[src/common/np_pkg.sv]
package np_pkg;
  // ==========================================================
  // register map
  localparam logic [15:0] NP_TX_OFFSET = 16'h4220;
  localparam logic [15:0] NP_RX_OFFSET = 16'h4224;
  localparam logic [31:0] NP_TX_RESET = 32'h0000_0000;
  localparam logic [31:0] NP_RX_RESET = 32'h0000_0000;
  // ==========================================================
  // link code word fields
  localparam int CODE_LSB = 0;
  localparam int CODE_MSB = 10;
  localparam int TOGGLE_BIT = 11;
  localparam int SECOND_ACK_BIT = 12;
  localparam int PAGE_KIND_BIT = 13;
  localparam int ACK_BIT = 14;
  localparam int MORE_PAGES_BIT = 15;
  localparam int WORD_W = 16;
  localparam logic PAGE_UNFORMATTED = 1'b0;
  localparam logic PAGE_MESSAGE = 1'b1;
  // bits that software may write into the outgoing register
  localparam logic [31:0] NP_TX_WMASK = 32'h0000_B7FF;
  // ==========================================================
  // negotiation states, one-hot
  typedef enum logic [3:0] {
    ST_IDLE = 4'h1,
    ST_BASE = 4'h2,
    ST_NEXT = 4'h4,
    ST_DONE = 4'h8
  } neg_state_type;
endpackage

[src/common/np_link_if.sv]
`timescale 1ns/10ps
interface np_link_if;
  logic [15:0] dev_word;
  logic dev_valid;
  logic [15:0] ptn_word;
  logic ptn_valid;
  modport device (output dev_word, output dev_valid, input ptn_word, input ptn_valid);
  modport partner (input dev_word, input dev_valid, output ptn_word, output ptn_valid);
endinterface

[src/hw/np_device.sv]
`timescale 1ns/10ps
module np_device (
  input wire logic SYS_CLK,
  input wire logic RESET,
  input wire logic CLK_EN,
  input wire logic START,
  input wire logic [15:0] BASE_PAGE,
  input wire logic REQUEST_PAGES,
  input wire logic [15:0] REG_ADDR,
  input wire logic REG_WR,
  input wire logic [31:0] REG_WDATA,
  input wire logic REG_RD,
  output logic [31:0] REG_RDATA,
  output logic REG_RVALID,
  output logic EXTRA_PAGES_REQUESTED,
  output logic TOGGLE_ERROR,
  output logic NEG_DONE,
  np_link_if.device link
);
  // ==========================================================
  // state
  typedef struct packed {
    np_pkg::neg_state_type st;
    logic [31:0] np_tx;
    logic [31:0] np_rx;
    logic [15:0] tx_word;
    logic tx_valid;
    logic pend;
    logic req;
    // round bookkeeping: toggle chains and what this round has seen
    logic last_tx_toggle;
    logic last_rx_toggle;
    logic got;
    logic sent;
    logic terr;
    // register read port
    logic [31:0] rdata;
    logic rvalid;
  } state_type;
  state_type s_r, s_nxt;
  logic [31:0] tx_view;
  logic [31:0] rd_mux;
  logic [15:0] base_word;
  logic tx_write;
  logic ptn_fresh;
  logic round_done;
  logic last_round;

  // ==========================================================
  // decode
  always_comb begin
    // the toggle is owned by hardware: software cannot desynchronise the link by writing it
    tx_view = s_r.np_tx;
    tx_view[np_pkg::TOGGLE_BIT] = ~s_r.last_tx_toggle;
    // the base word never carries an acknowledge: nothing has been received yet
    base_word = BASE_PAGE;
    base_word[np_pkg::MORE_PAGES_BIT] = REQUEST_PAGES;
    base_word[np_pkg::ACK_BIT] = 1'b0;
    // only the outgoing register takes writes; other offsets ignore them
    tx_write = REG_WR && (REG_ADDR == np_pkg::NP_TX_OFFSET);
    case (REG_ADDR)
      np_pkg::NP_TX_OFFSET: rd_mux = tx_view;
      np_pkg::NP_RX_OFFSET: rd_mux = s_r.np_rx;
      default: rd_mux = '0;
    endcase
    // a partner page counts only if its toggle moved on from the last one taken
    ptn_fresh = link.ptn_word[np_pkg::TOGGLE_BIT] == ~s_r.last_rx_toggle;
    round_done = s_r.sent && s_r.got;
    // the exchange closes only when both ends have sent their last page
    last_round = !s_r.tx_word[np_pkg::MORE_PAGES_BIT]
                 && !s_r.np_rx[np_pkg::MORE_PAGES_BIT];
  end

  // ==========================================================
  // next state
  always_comb begin
    s_nxt = s_r;
    // strobes last one cycle
    s_nxt.tx_valid = 1'b0;
    s_nxt.rvalid = 1'b0;
    // ==========================================================
    // register port
    // reserved positions are dropped; software is expected to write them zero
    if (tx_write) begin
      s_nxt.np_tx = REG_WDATA & np_pkg::NP_TX_WMASK;
      s_nxt.pend = 1'b1;
    end
    // a read and a write in one cycle: the read returns the old contents
    if (REG_RD) begin
      s_nxt.rvalid = 1'b1;
      s_nxt.rdata = rd_mux;
    end
    // ==========================================================
    // negotiation
    case (s_r.st)
      np_pkg::ST_IDLE: begin
        if (START) begin
          s_nxt.tx_word = base_word;
          // our own base word seeds the transmit toggle chain
          s_nxt.tx_valid = 1'b1;
          s_nxt.req = REQUEST_PAGES;
          s_nxt.last_tx_toggle = BASE_PAGE[np_pkg::TOGGLE_BIT];
          s_nxt.st = np_pkg::ST_BASE;
        end
      end
      np_pkg::ST_BASE: begin
        if (link.ptn_valid) begin
          // the partner base word seeds the receive toggle chain
          s_nxt.last_rx_toggle = link.ptn_word[np_pkg::TOGGLE_BIT];
          // next pages flow only when both ends asked for them
          if (s_r.req && link.ptn_word[np_pkg::MORE_PAGES_BIT]) begin
            s_nxt.st = np_pkg::ST_NEXT;
          end else begin
            s_nxt.req = 1'b0;
            s_nxt.st = np_pkg::ST_DONE;
          end
        end
      end
      np_pkg::ST_NEXT: begin
        // one page per round; a write after the send waits for the next round
        if (s_r.pend && !s_r.sent) begin
          s_nxt.tx_word = tx_view[np_pkg::WORD_W-1:0];
          // acknowledge tells whether this round's partner page has arrived
          s_nxt.tx_word[np_pkg::ACK_BIT] = s_r.got;
          s_nxt.tx_valid = 1'b1;
          s_nxt.last_tx_toggle = ~s_r.last_tx_toggle;
          s_nxt.sent = 1'b1;
          // a write landing in this very cycle arms the next page and must not be lost
          if (!tx_write) begin
            s_nxt.pend = 1'b0;
          end
          // advertise no more pages once the last one is out
          if (!s_r.np_tx[np_pkg::MORE_PAGES_BIT]) begin
            s_nxt.req = 1'b0;
          end
        end
        if (link.ptn_valid) begin
          // a page with a stale toggle is a repeat or a slip; it is not taken
          if (ptn_fresh) begin
            s_nxt.np_rx = {16'h0000, link.ptn_word};
            s_nxt.last_rx_toggle = ~s_r.last_rx_toggle;
            s_nxt.got = 1'b1;
          end else begin
            s_nxt.terr = 1'b1;
          end
        end
        if (round_done) begin
          s_nxt.sent = 1'b0;
          s_nxt.got = 1'b0;
          if (last_round) begin
            s_nxt.st = np_pkg::ST_DONE;
          end
        end
      end
      np_pkg::ST_DONE: begin
        // registers keep their contents across a restart
        if (START) begin
          s_nxt.st = np_pkg::ST_IDLE;
          s_nxt.terr = 1'b0;
        end
      end
      default: begin
        // an illegal state code falls back to idle
        s_nxt.st = np_pkg::ST_IDLE;
      end
    endcase
  end

  // ==========================================================
  // registers
  always_ff @(posedge SYS_CLK) begin
    if (RESET) begin
      s_r <= '{
        st: np_pkg::ST_IDLE,
        np_tx: np_pkg::NP_TX_RESET,
        np_rx: np_pkg::NP_RX_RESET,
        // shows a zero toggle in the outgoing register until a base page seeds it
        last_tx_toggle: 1'b1,
        default: '0
      };
    end else if (CLK_EN) begin
      s_r <= s_nxt;
    end
  end

  // ==========================================================
  // outputs
  // NEG_DONE stays up until the next START
  assign link.dev_word = s_r.tx_word;
  assign link.dev_valid = s_r.tx_valid;
  assign REG_RDATA = s_r.rdata;
  assign REG_RVALID = s_r.rvalid;
  assign EXTRA_PAGES_REQUESTED = s_r.req;
  assign TOGGLE_ERROR = s_r.terr;
  assign NEG_DONE = (s_r.st == np_pkg::ST_DONE);
endmodule

[src/flat_wrapper.sv]
// flat-port wrapper written by rule: the top's interface ports become plain ports
module np_device_flat 
  (SYS_CLK, RESET, CLK_EN, START, BASE_PAGE, REQUEST_PAGES, REG_ADDR, REG_WR, REG_WDATA, REG_RD, REG_RDATA, REG_RVALID, EXTRA_PAGES_REQUESTED, TOGGLE_ERROR, NEG_DONE, link_dev_word, link_dev_valid, link_ptn_word, link_ptn_valid);
  np_link_if link_i ();
  input wire logic SYS_CLK;
  input wire logic RESET;
  input wire logic CLK_EN;
  input wire logic START;
  input wire logic [15:0] BASE_PAGE;
  input wire logic REQUEST_PAGES;
  input wire logic [15:0] REG_ADDR;
  input wire logic REG_WR;
  input wire logic [31:0] REG_WDATA;
  input wire logic REG_RD;
  output logic [31:0] REG_RDATA;
  output logic REG_RVALID;
  output logic EXTRA_PAGES_REQUESTED;
  output logic TOGGLE_ERROR;
  output logic NEG_DONE;
  output wire logic [$bits(link_i.dev_word)-1:0] link_dev_word;
  output wire logic [$bits(link_i.dev_valid)-1:0] link_dev_valid;
  input wire logic [$bits(link_i.ptn_word)-1:0] link_ptn_word;
  input wire logic [$bits(link_i.ptn_valid)-1:0] link_ptn_valid;
  assign link_dev_word = link_i.dev_word;
  assign link_dev_valid = link_i.dev_valid;
  assign link_i.ptn_word = link_ptn_word;
  assign link_i.ptn_valid = link_ptn_valid;
  np_device u_core (.SYS_CLK(SYS_CLK), .RESET(RESET), .CLK_EN(CLK_EN), .START(START), .BASE_PAGE(BASE_PAGE), .REQUEST_PAGES(REQUEST_PAGES), .REG_ADDR(REG_ADDR), .REG_WR(REG_WR), .REG_WDATA(REG_WDATA), .REG_RD(REG_RD), .REG_RDATA(REG_RDATA), .REG_RVALID(REG_RVALID), .EXTRA_PAGES_REQUESTED(EXTRA_PAGES_REQUESTED), .TOGGLE_ERROR(TOGGLE_ERROR), .NEG_DONE(NEG_DONE), .link(link_i));
endmodule
[config.mk]
export PLATFORM = sky130hd
export DESIGN_NAME = np_device_flat
export DESIGN_NICKNAME = d
export VERILOG_FILES = /design/src/common/np_pkg.sv /design/src/common/np_link_if.sv /design/src/hw/np_device.sv /design/src/flat_wrapper.sv
export SDC_FILE = /design/constraint.sdc
export NUM_CORES = 1
export LEC_CHECK = 0
export ABC_AREA = 1
export BUFFER_PORTS_ARGS = -buffer_cell sky130_fd_sc_hd__buf_2
export CAP_MARGIN = 5
export CORE_AREA = 4 4 122 124
export CTS_CLUSTER_SIZE = 16
export DETAILED_ROUTE_END_ITERATION = 12
export DIE_AREA = 0 0 126 128
export PLACE_DENSITY = 0.49
export SETUP_SLACK_MARGIN = 0.2
export SLEW_MARGIN = 10
export SYNTH_ARGS = -nofsm -noshare
export SYNTH_HDL_FRONTEND = slang
export SYNTH_SLANG_ARGS = --single-unit
export TNS_END_PERCENT = 1
[constraint.sdc]
create_clock -name SYS_CLK -period 2.8 [get_ports SYS_CLK]
set_input_delay 0 -clock SYS_CLK [delete_from_list [all_inputs] [get_ports SYS_CLK]]
set_output_delay 0 -clock SYS_CLK [all_outputs]
set_load 0.01 [all_outputs]
=== Word-level counts from Yosys, hierarchy flattened ===
Cells that the tools add are included.

* Add/sub/neg operators: 0
* $mul: 0
* Div/mod/pow operators: 0
* Magnitude comparators: 0
* Equal/unequal tests: 18
* Shift-type cells: 0
* Mux-type cells: 31
* Bitwise logic cells: 2
* Reductions and logical operators: 25

{| class="wikitable"
|+ Operators by type and width
! cell !! count
|-
| one-hot mux 17 bit (2 select lines) || 1
|-
| equality test 16 x 15 -> 1 bit (second input constant) || 2
|-
| one-hot mux 16 bit (2 select lines) || 1
|-
| two-way mux 4 bit || 6
|-
| two-way mux 20 bit || 1
|-
| two-way mux 17 bit || 1
|-
| one-hot mux 4 bit (4 select lines) || 1
|-
| inequality test 2 bit (second input constant) || 7
|-
| two-way mux 1 bit || 12
|-
| AND reduction 4 bit || 3
|-
| nonzero test 2 bit || 6
|-
| AND reduction 5 bit || 2
|-
| two-way mux 2 bit || 4
|-
| inequality test 2 x 1 -> 1 bit (second input constant) || 4
|-
| AND reduction 7 bit || 1
|-
| one-hot mux 1 bit (2 select lines) || 3
|-
| AND reduction 6 bit || 1
|-
| logical AND 1 bit || 5
|-
| equality test 4 x 1 -> 1 bit (second input constant) || 1
|-
| equality test 4 x 2 -> 1 bit (second input constant) || 1
|-
| equality test 4 x 3 -> 1 bit (second input constant) || 1
|-
| equality test 4 bit (second input constant) || 1
|-
| AND reduction 2 bit || 2
|-
| logical NOT 1 bit || 3
|-
| 5 further kinds || 6
|}

* Bits in registers: 75
* Latch bits: 0
* RAM bits: 0
* Memory bits (read-only): 0
* Input bits: 88
* Output and inout port bits: 53
* Word-level logic and storage cells: 90
* Memories: 0

=== Longest topological paths before layout ===
* Depth after elaboration: 6
* Depth in mapped cells: 11
* Mapped depth without buffers: 10

=== Worst setup path after synthesis ===
Ideal clock, no wire load.

* Path kind: register to register
* Start point: register u_core.s_r[123] (netlist bit)
* End point: register u_core.s_r[57] (netlist bit)
* Setup time: 0.119 ns
* Data arrival time: 1.215 ns
* Required time: 2.681 ns
* Slack: 1.466 ns
* Cell stages (with the launch flop): 9
* Path buffers: 1
* Period minus slack after synthesis: 1.334 ns
* Cells stage by stage: dfxtp_1 > inv_2 > nor2_4 > nand2_2 > clkinv_2 > nand3b_4 > buf_2 > o21ai_0 > a21oi_1

* Word-level cells in the longest chain between the ends: 2

{| class="wikitable"
|+ Ends and longest elaborated chain
! element !! line !! RTL
|-
| from (decl) || np_device.sv:40 || <nowiki>state_type s_r, s_nxt;</nowiki>
|-
| from (signal assigned) || np_device.sv:173 || <nowiki>s_r <= '{</nowiki>
|-
| from (signal assigned) || np_device.sv:182 || <nowiki>s_r <= s_nxt;</nowiki>
|-
| equality test 4 x 3 -> 1 bit || np_device.sv:95 || <nowiki>case (s_r.st)</nowiki>
|-
| AND reduction 4 bit (no source line) || -- ||
|}

Every way passes these cells.
A chain may end at the register's enable or synchronous reset.

=== Final worst setup path ===
* Start point: register u_core.s_r[124] (netlist bit)
* End point: register u_core.s_r (netlist bit u_core.link.dev_word[11])

* Word-level cells in the longest chain between the ends: 3
* Elaborated cells on any way between the ends: 7
* Classes of those cells: 4 x eq/ne; 1 x mux; 2 x reduce/logical

{| class="wikitable"
|+ Ends and longest elaborated chain
! element !! line
|-
| equality test 4 x 3 -> 1 bit or equality test 4 x 1 -> 1 bit (tied branches) || np_device.sv:95
|-
| inequality test 2 x 1 -> 1 bit (no source line) (tied with other cells) || --
|-
| AND reduction 4 bit (no source line) || --
|}

Parallel ways exist; a longest one is shown, timed or not.

==> results_dict.tcl <==
set metrics [dict create \
    max_freq_mhz 590 \
    synthSimpleGateAreaFrac_pct 31.6 \
    endpoint_kind "register" \
    status "complete, no violations" \
    vias 3726 \
    max_slew_margin_pct 35.4 \
    fin_cells 853 \
    start_kind "register" \
    power_density_mw_per_mm2 557 \
    final_common_cell "nor2_1" \
    synth_top_family_by_area "simple AND/OR/NAND/NOR gates" \
    setup_viol 0 \
    final_cell_mix "nor2_1 (113), buf_2 (104), nand2_1 (76)" \
    dp.cells 807 \
    wl_met3_um 706 \
    syn_to_final_growth_pct 23.0 \
    hold_end "u_core.s_r[37]" \
    die_area_mm2 0.0161 \
    core_area_mm2 0.0138 \
    postCtsSetupRepairBufs 0 \
    cp.required_ns 3.07 \
    worstSetupPathType "reg2reg" \
    r2r-end "u_core.link.dev_word[11]" \
    clkTransAtPathRegs_ns 0.06 \
    cts_made_buffers 9 \
    wl_met1_um 5020 \
    synthesis.area_mm2 0.00392 \
    rows 43 \
    avgSynthCellArea_um2 6.74 \
    grt_util_all_layers_pct 13.7 \
    antenna_found_initial 0 \
    min_period_ns 1.69 \
    vdd_ir_drop_max_uv 307 \
    die_w_um 126 \
    avgViaCountPerCell 4.37 \
    grt_max_degree 34 \
    slowest_delay_ns 0.36 \
    top_layer "met4" \
    layout.nets 756 \
    critPathSlowestCell "dfxtp_1" \
    setup-tns-final_ns 0 \
    htree_levels 3 \
    grt_first_pass_wirelength_um 17700 \
    first_iter_violations 185 \
    rrSetupSlack_ns 1.11 \
    path_cells "nor2_2 > nand2_1 > inv_2 > nand2_2 > nand2_2 > nand2_4 > inv_6 > nand2_1 > a21oi_1" \
    place.gp.congestion 0.827 \
    root_buffer "clkbuf_16" \
    clockBufferDepth 2 \
    fin_util_pct 35.0 \
    synthXorXnorAreaFrac_pct 0.224 \
    layout-drive-gt1-share_pct 21.0 \
    drv_slew 0 \
    hold_class "in2reg" \
    io_buffer_count 104 \
    fin_ws_ns 1.11 \
    r2r_cells 9 \
    crit_fanout 19 \
    dr.pass1.iters 4 \
    muxShareOfSynthArea_pct 0 \
    drv_cap 0 \
    synth_fa_ha_area_share_pct 0 \
    die_y_um 128 \
    pin_count 141 \
    netlist-cell-type-count 28 \
    drc 0 \
    finClkSkew_ns 0.00757 \
    yosysSeqAreaShare_pct 38.3 \
    place_worst_setup_slack_ns 1.10 \
    cts.sink_count 75 \
    ys_ff_latch 75 \
    drt_wl_total_um 11000 \
    syn_inst 581 \
    ant_nets 0 \
    crit_arrival_ns 1.97 \
    hold_violations 0 \
    yosysWarnings 0 \
    route.met2.wl_um 5080 \
    r2r-start "u_core.s_r[124]" \
    min_from "BASE_PAGE[11]" \
    rsz0062_at_grt "false" \
    antenna_cells 0 \
    initial_core_util_pct 28.4 \
    min_delay_path_depth 5 \
    cts_tree "done" \
    grt_overflow_total 0 \
    total_power_mw 2.68 \
    grt_pass1_vias 3540 \
    hpwl_um 8070 \
    power_leakage_nw 2.32 \
    clk_latency_ns 0.34 \
    wl_per_cell_um 12.9 \
    period_share_pct 60.5 \
    tightest_slew_ns 0.968 \
    synth_compound_area_share_pct 9.96 \
]
-- repair_timing --
item | CTS | global route
hold buffers | 30 | 0
gates resized for setup | 0 | 0
hold endpoints to repair | 30 | 0
-- where the power goes --
group / internal [mW] / leakage, nW / switching, mW
combinational: 0.177 / 1.57 / 0.259
clock: 0.624 / 0.139 / 0.465
sequential: 1.12 / 0.610 / 0.0352
-- per-stage QoR --
step / area [um2] / hold slack, ns
floorplan: 3970 / 0.135
global placement: 4240 / 0.236
detailed placement: 4240 / 0.232
CTS: 4820 / 0.0196
global route: 4820 / 0.0511
finish: 4820 / 0.0292
-- cells in the mapped netlist (all sizes together) --
master | instances | area share, %
a21oi | 24 | 3.1
buf | 71 | 13
clkbuf | 6 | 0.57
clkinv | 1 | 0.13
conb | 1 | 0.096
dfxtp | 75 | 38
inv | 67 | 6.5
nand2 | 80 | 8.0
nand3 | 75 | 9.6
nand3b | 2 | 0.70
nand4 | 4 | 1.0
nor2 | 119 | 12
nor3 | 1 | 0.26
o21ai | 54 | 6.9
xor2 | 1 | 0.22
-- cells by family after synthesis --
kind of cell | Yosys count
other cells | 1
compound gates | 78
flops | 75
simple gates | 281
buf+inv | 145
xor+xnor | 1
-- metal layers --
layer / global-route usage [%] / vias to the layer above
met1: 17.5 / 1668
li1: - / 1939
met5: 0 / -
met4: 5.30 / 0
met2: 22.6 / 108
met3: 3.13 / 11
-- worst max-delay path by stage --
stage | slack (ns) | endpoint | start
global placement | 1.09 | u_core.s_r[68] | u_core.s_r[123]
global route | 0.90 | u_core.s_r[68] | u_core.s_r[123]
detailed placement | 1.10 | u_core.link.dev_word[11] | u_core.s_r[124]
floorplan | 1.47 | u_core.s_r[57] | u_core.s_r[123]
finish | 1.11 | u_core.link.dev_word[11] | u_core.s_r[124]
CTS | 1.09 | u_core.link.dev_word[11] | u_core.s_r[124]
-- sequential cells by signal, summed over array words and instances (netlist names) --
register	count
u_core.REG_RDATA	16
u_core.EXTRA_PAGES_REQUESTED	1
u_core.link.dev_word	16
u_core.s_r	39
u_core.link.dev_valid	1
u_core.TOGGLE_ERROR	1
u_core.REG_RVALID	1
-- critical path, delay by kind of cell (launching register included) --
family | cells | cell delay, ns
and+or+nand+nor | 6 | 0.72
buffers and inverters | 2 | 0.41
DFF | 1 | 0.36
AOI/OAI and AO/OA | 1 | 0.12
-- area by class of cell --
cell class,instances,area (um2)
clock inverters,6,40.0
inverters,68,262
fillers,1537,8960
well taps,180,225
clock buffers,10,239
repair buffers,138,851
flip-flops and latches,75,1500
multi-input cells,376,1700
No activity file was read; power rests on OpenSTA's default activity.
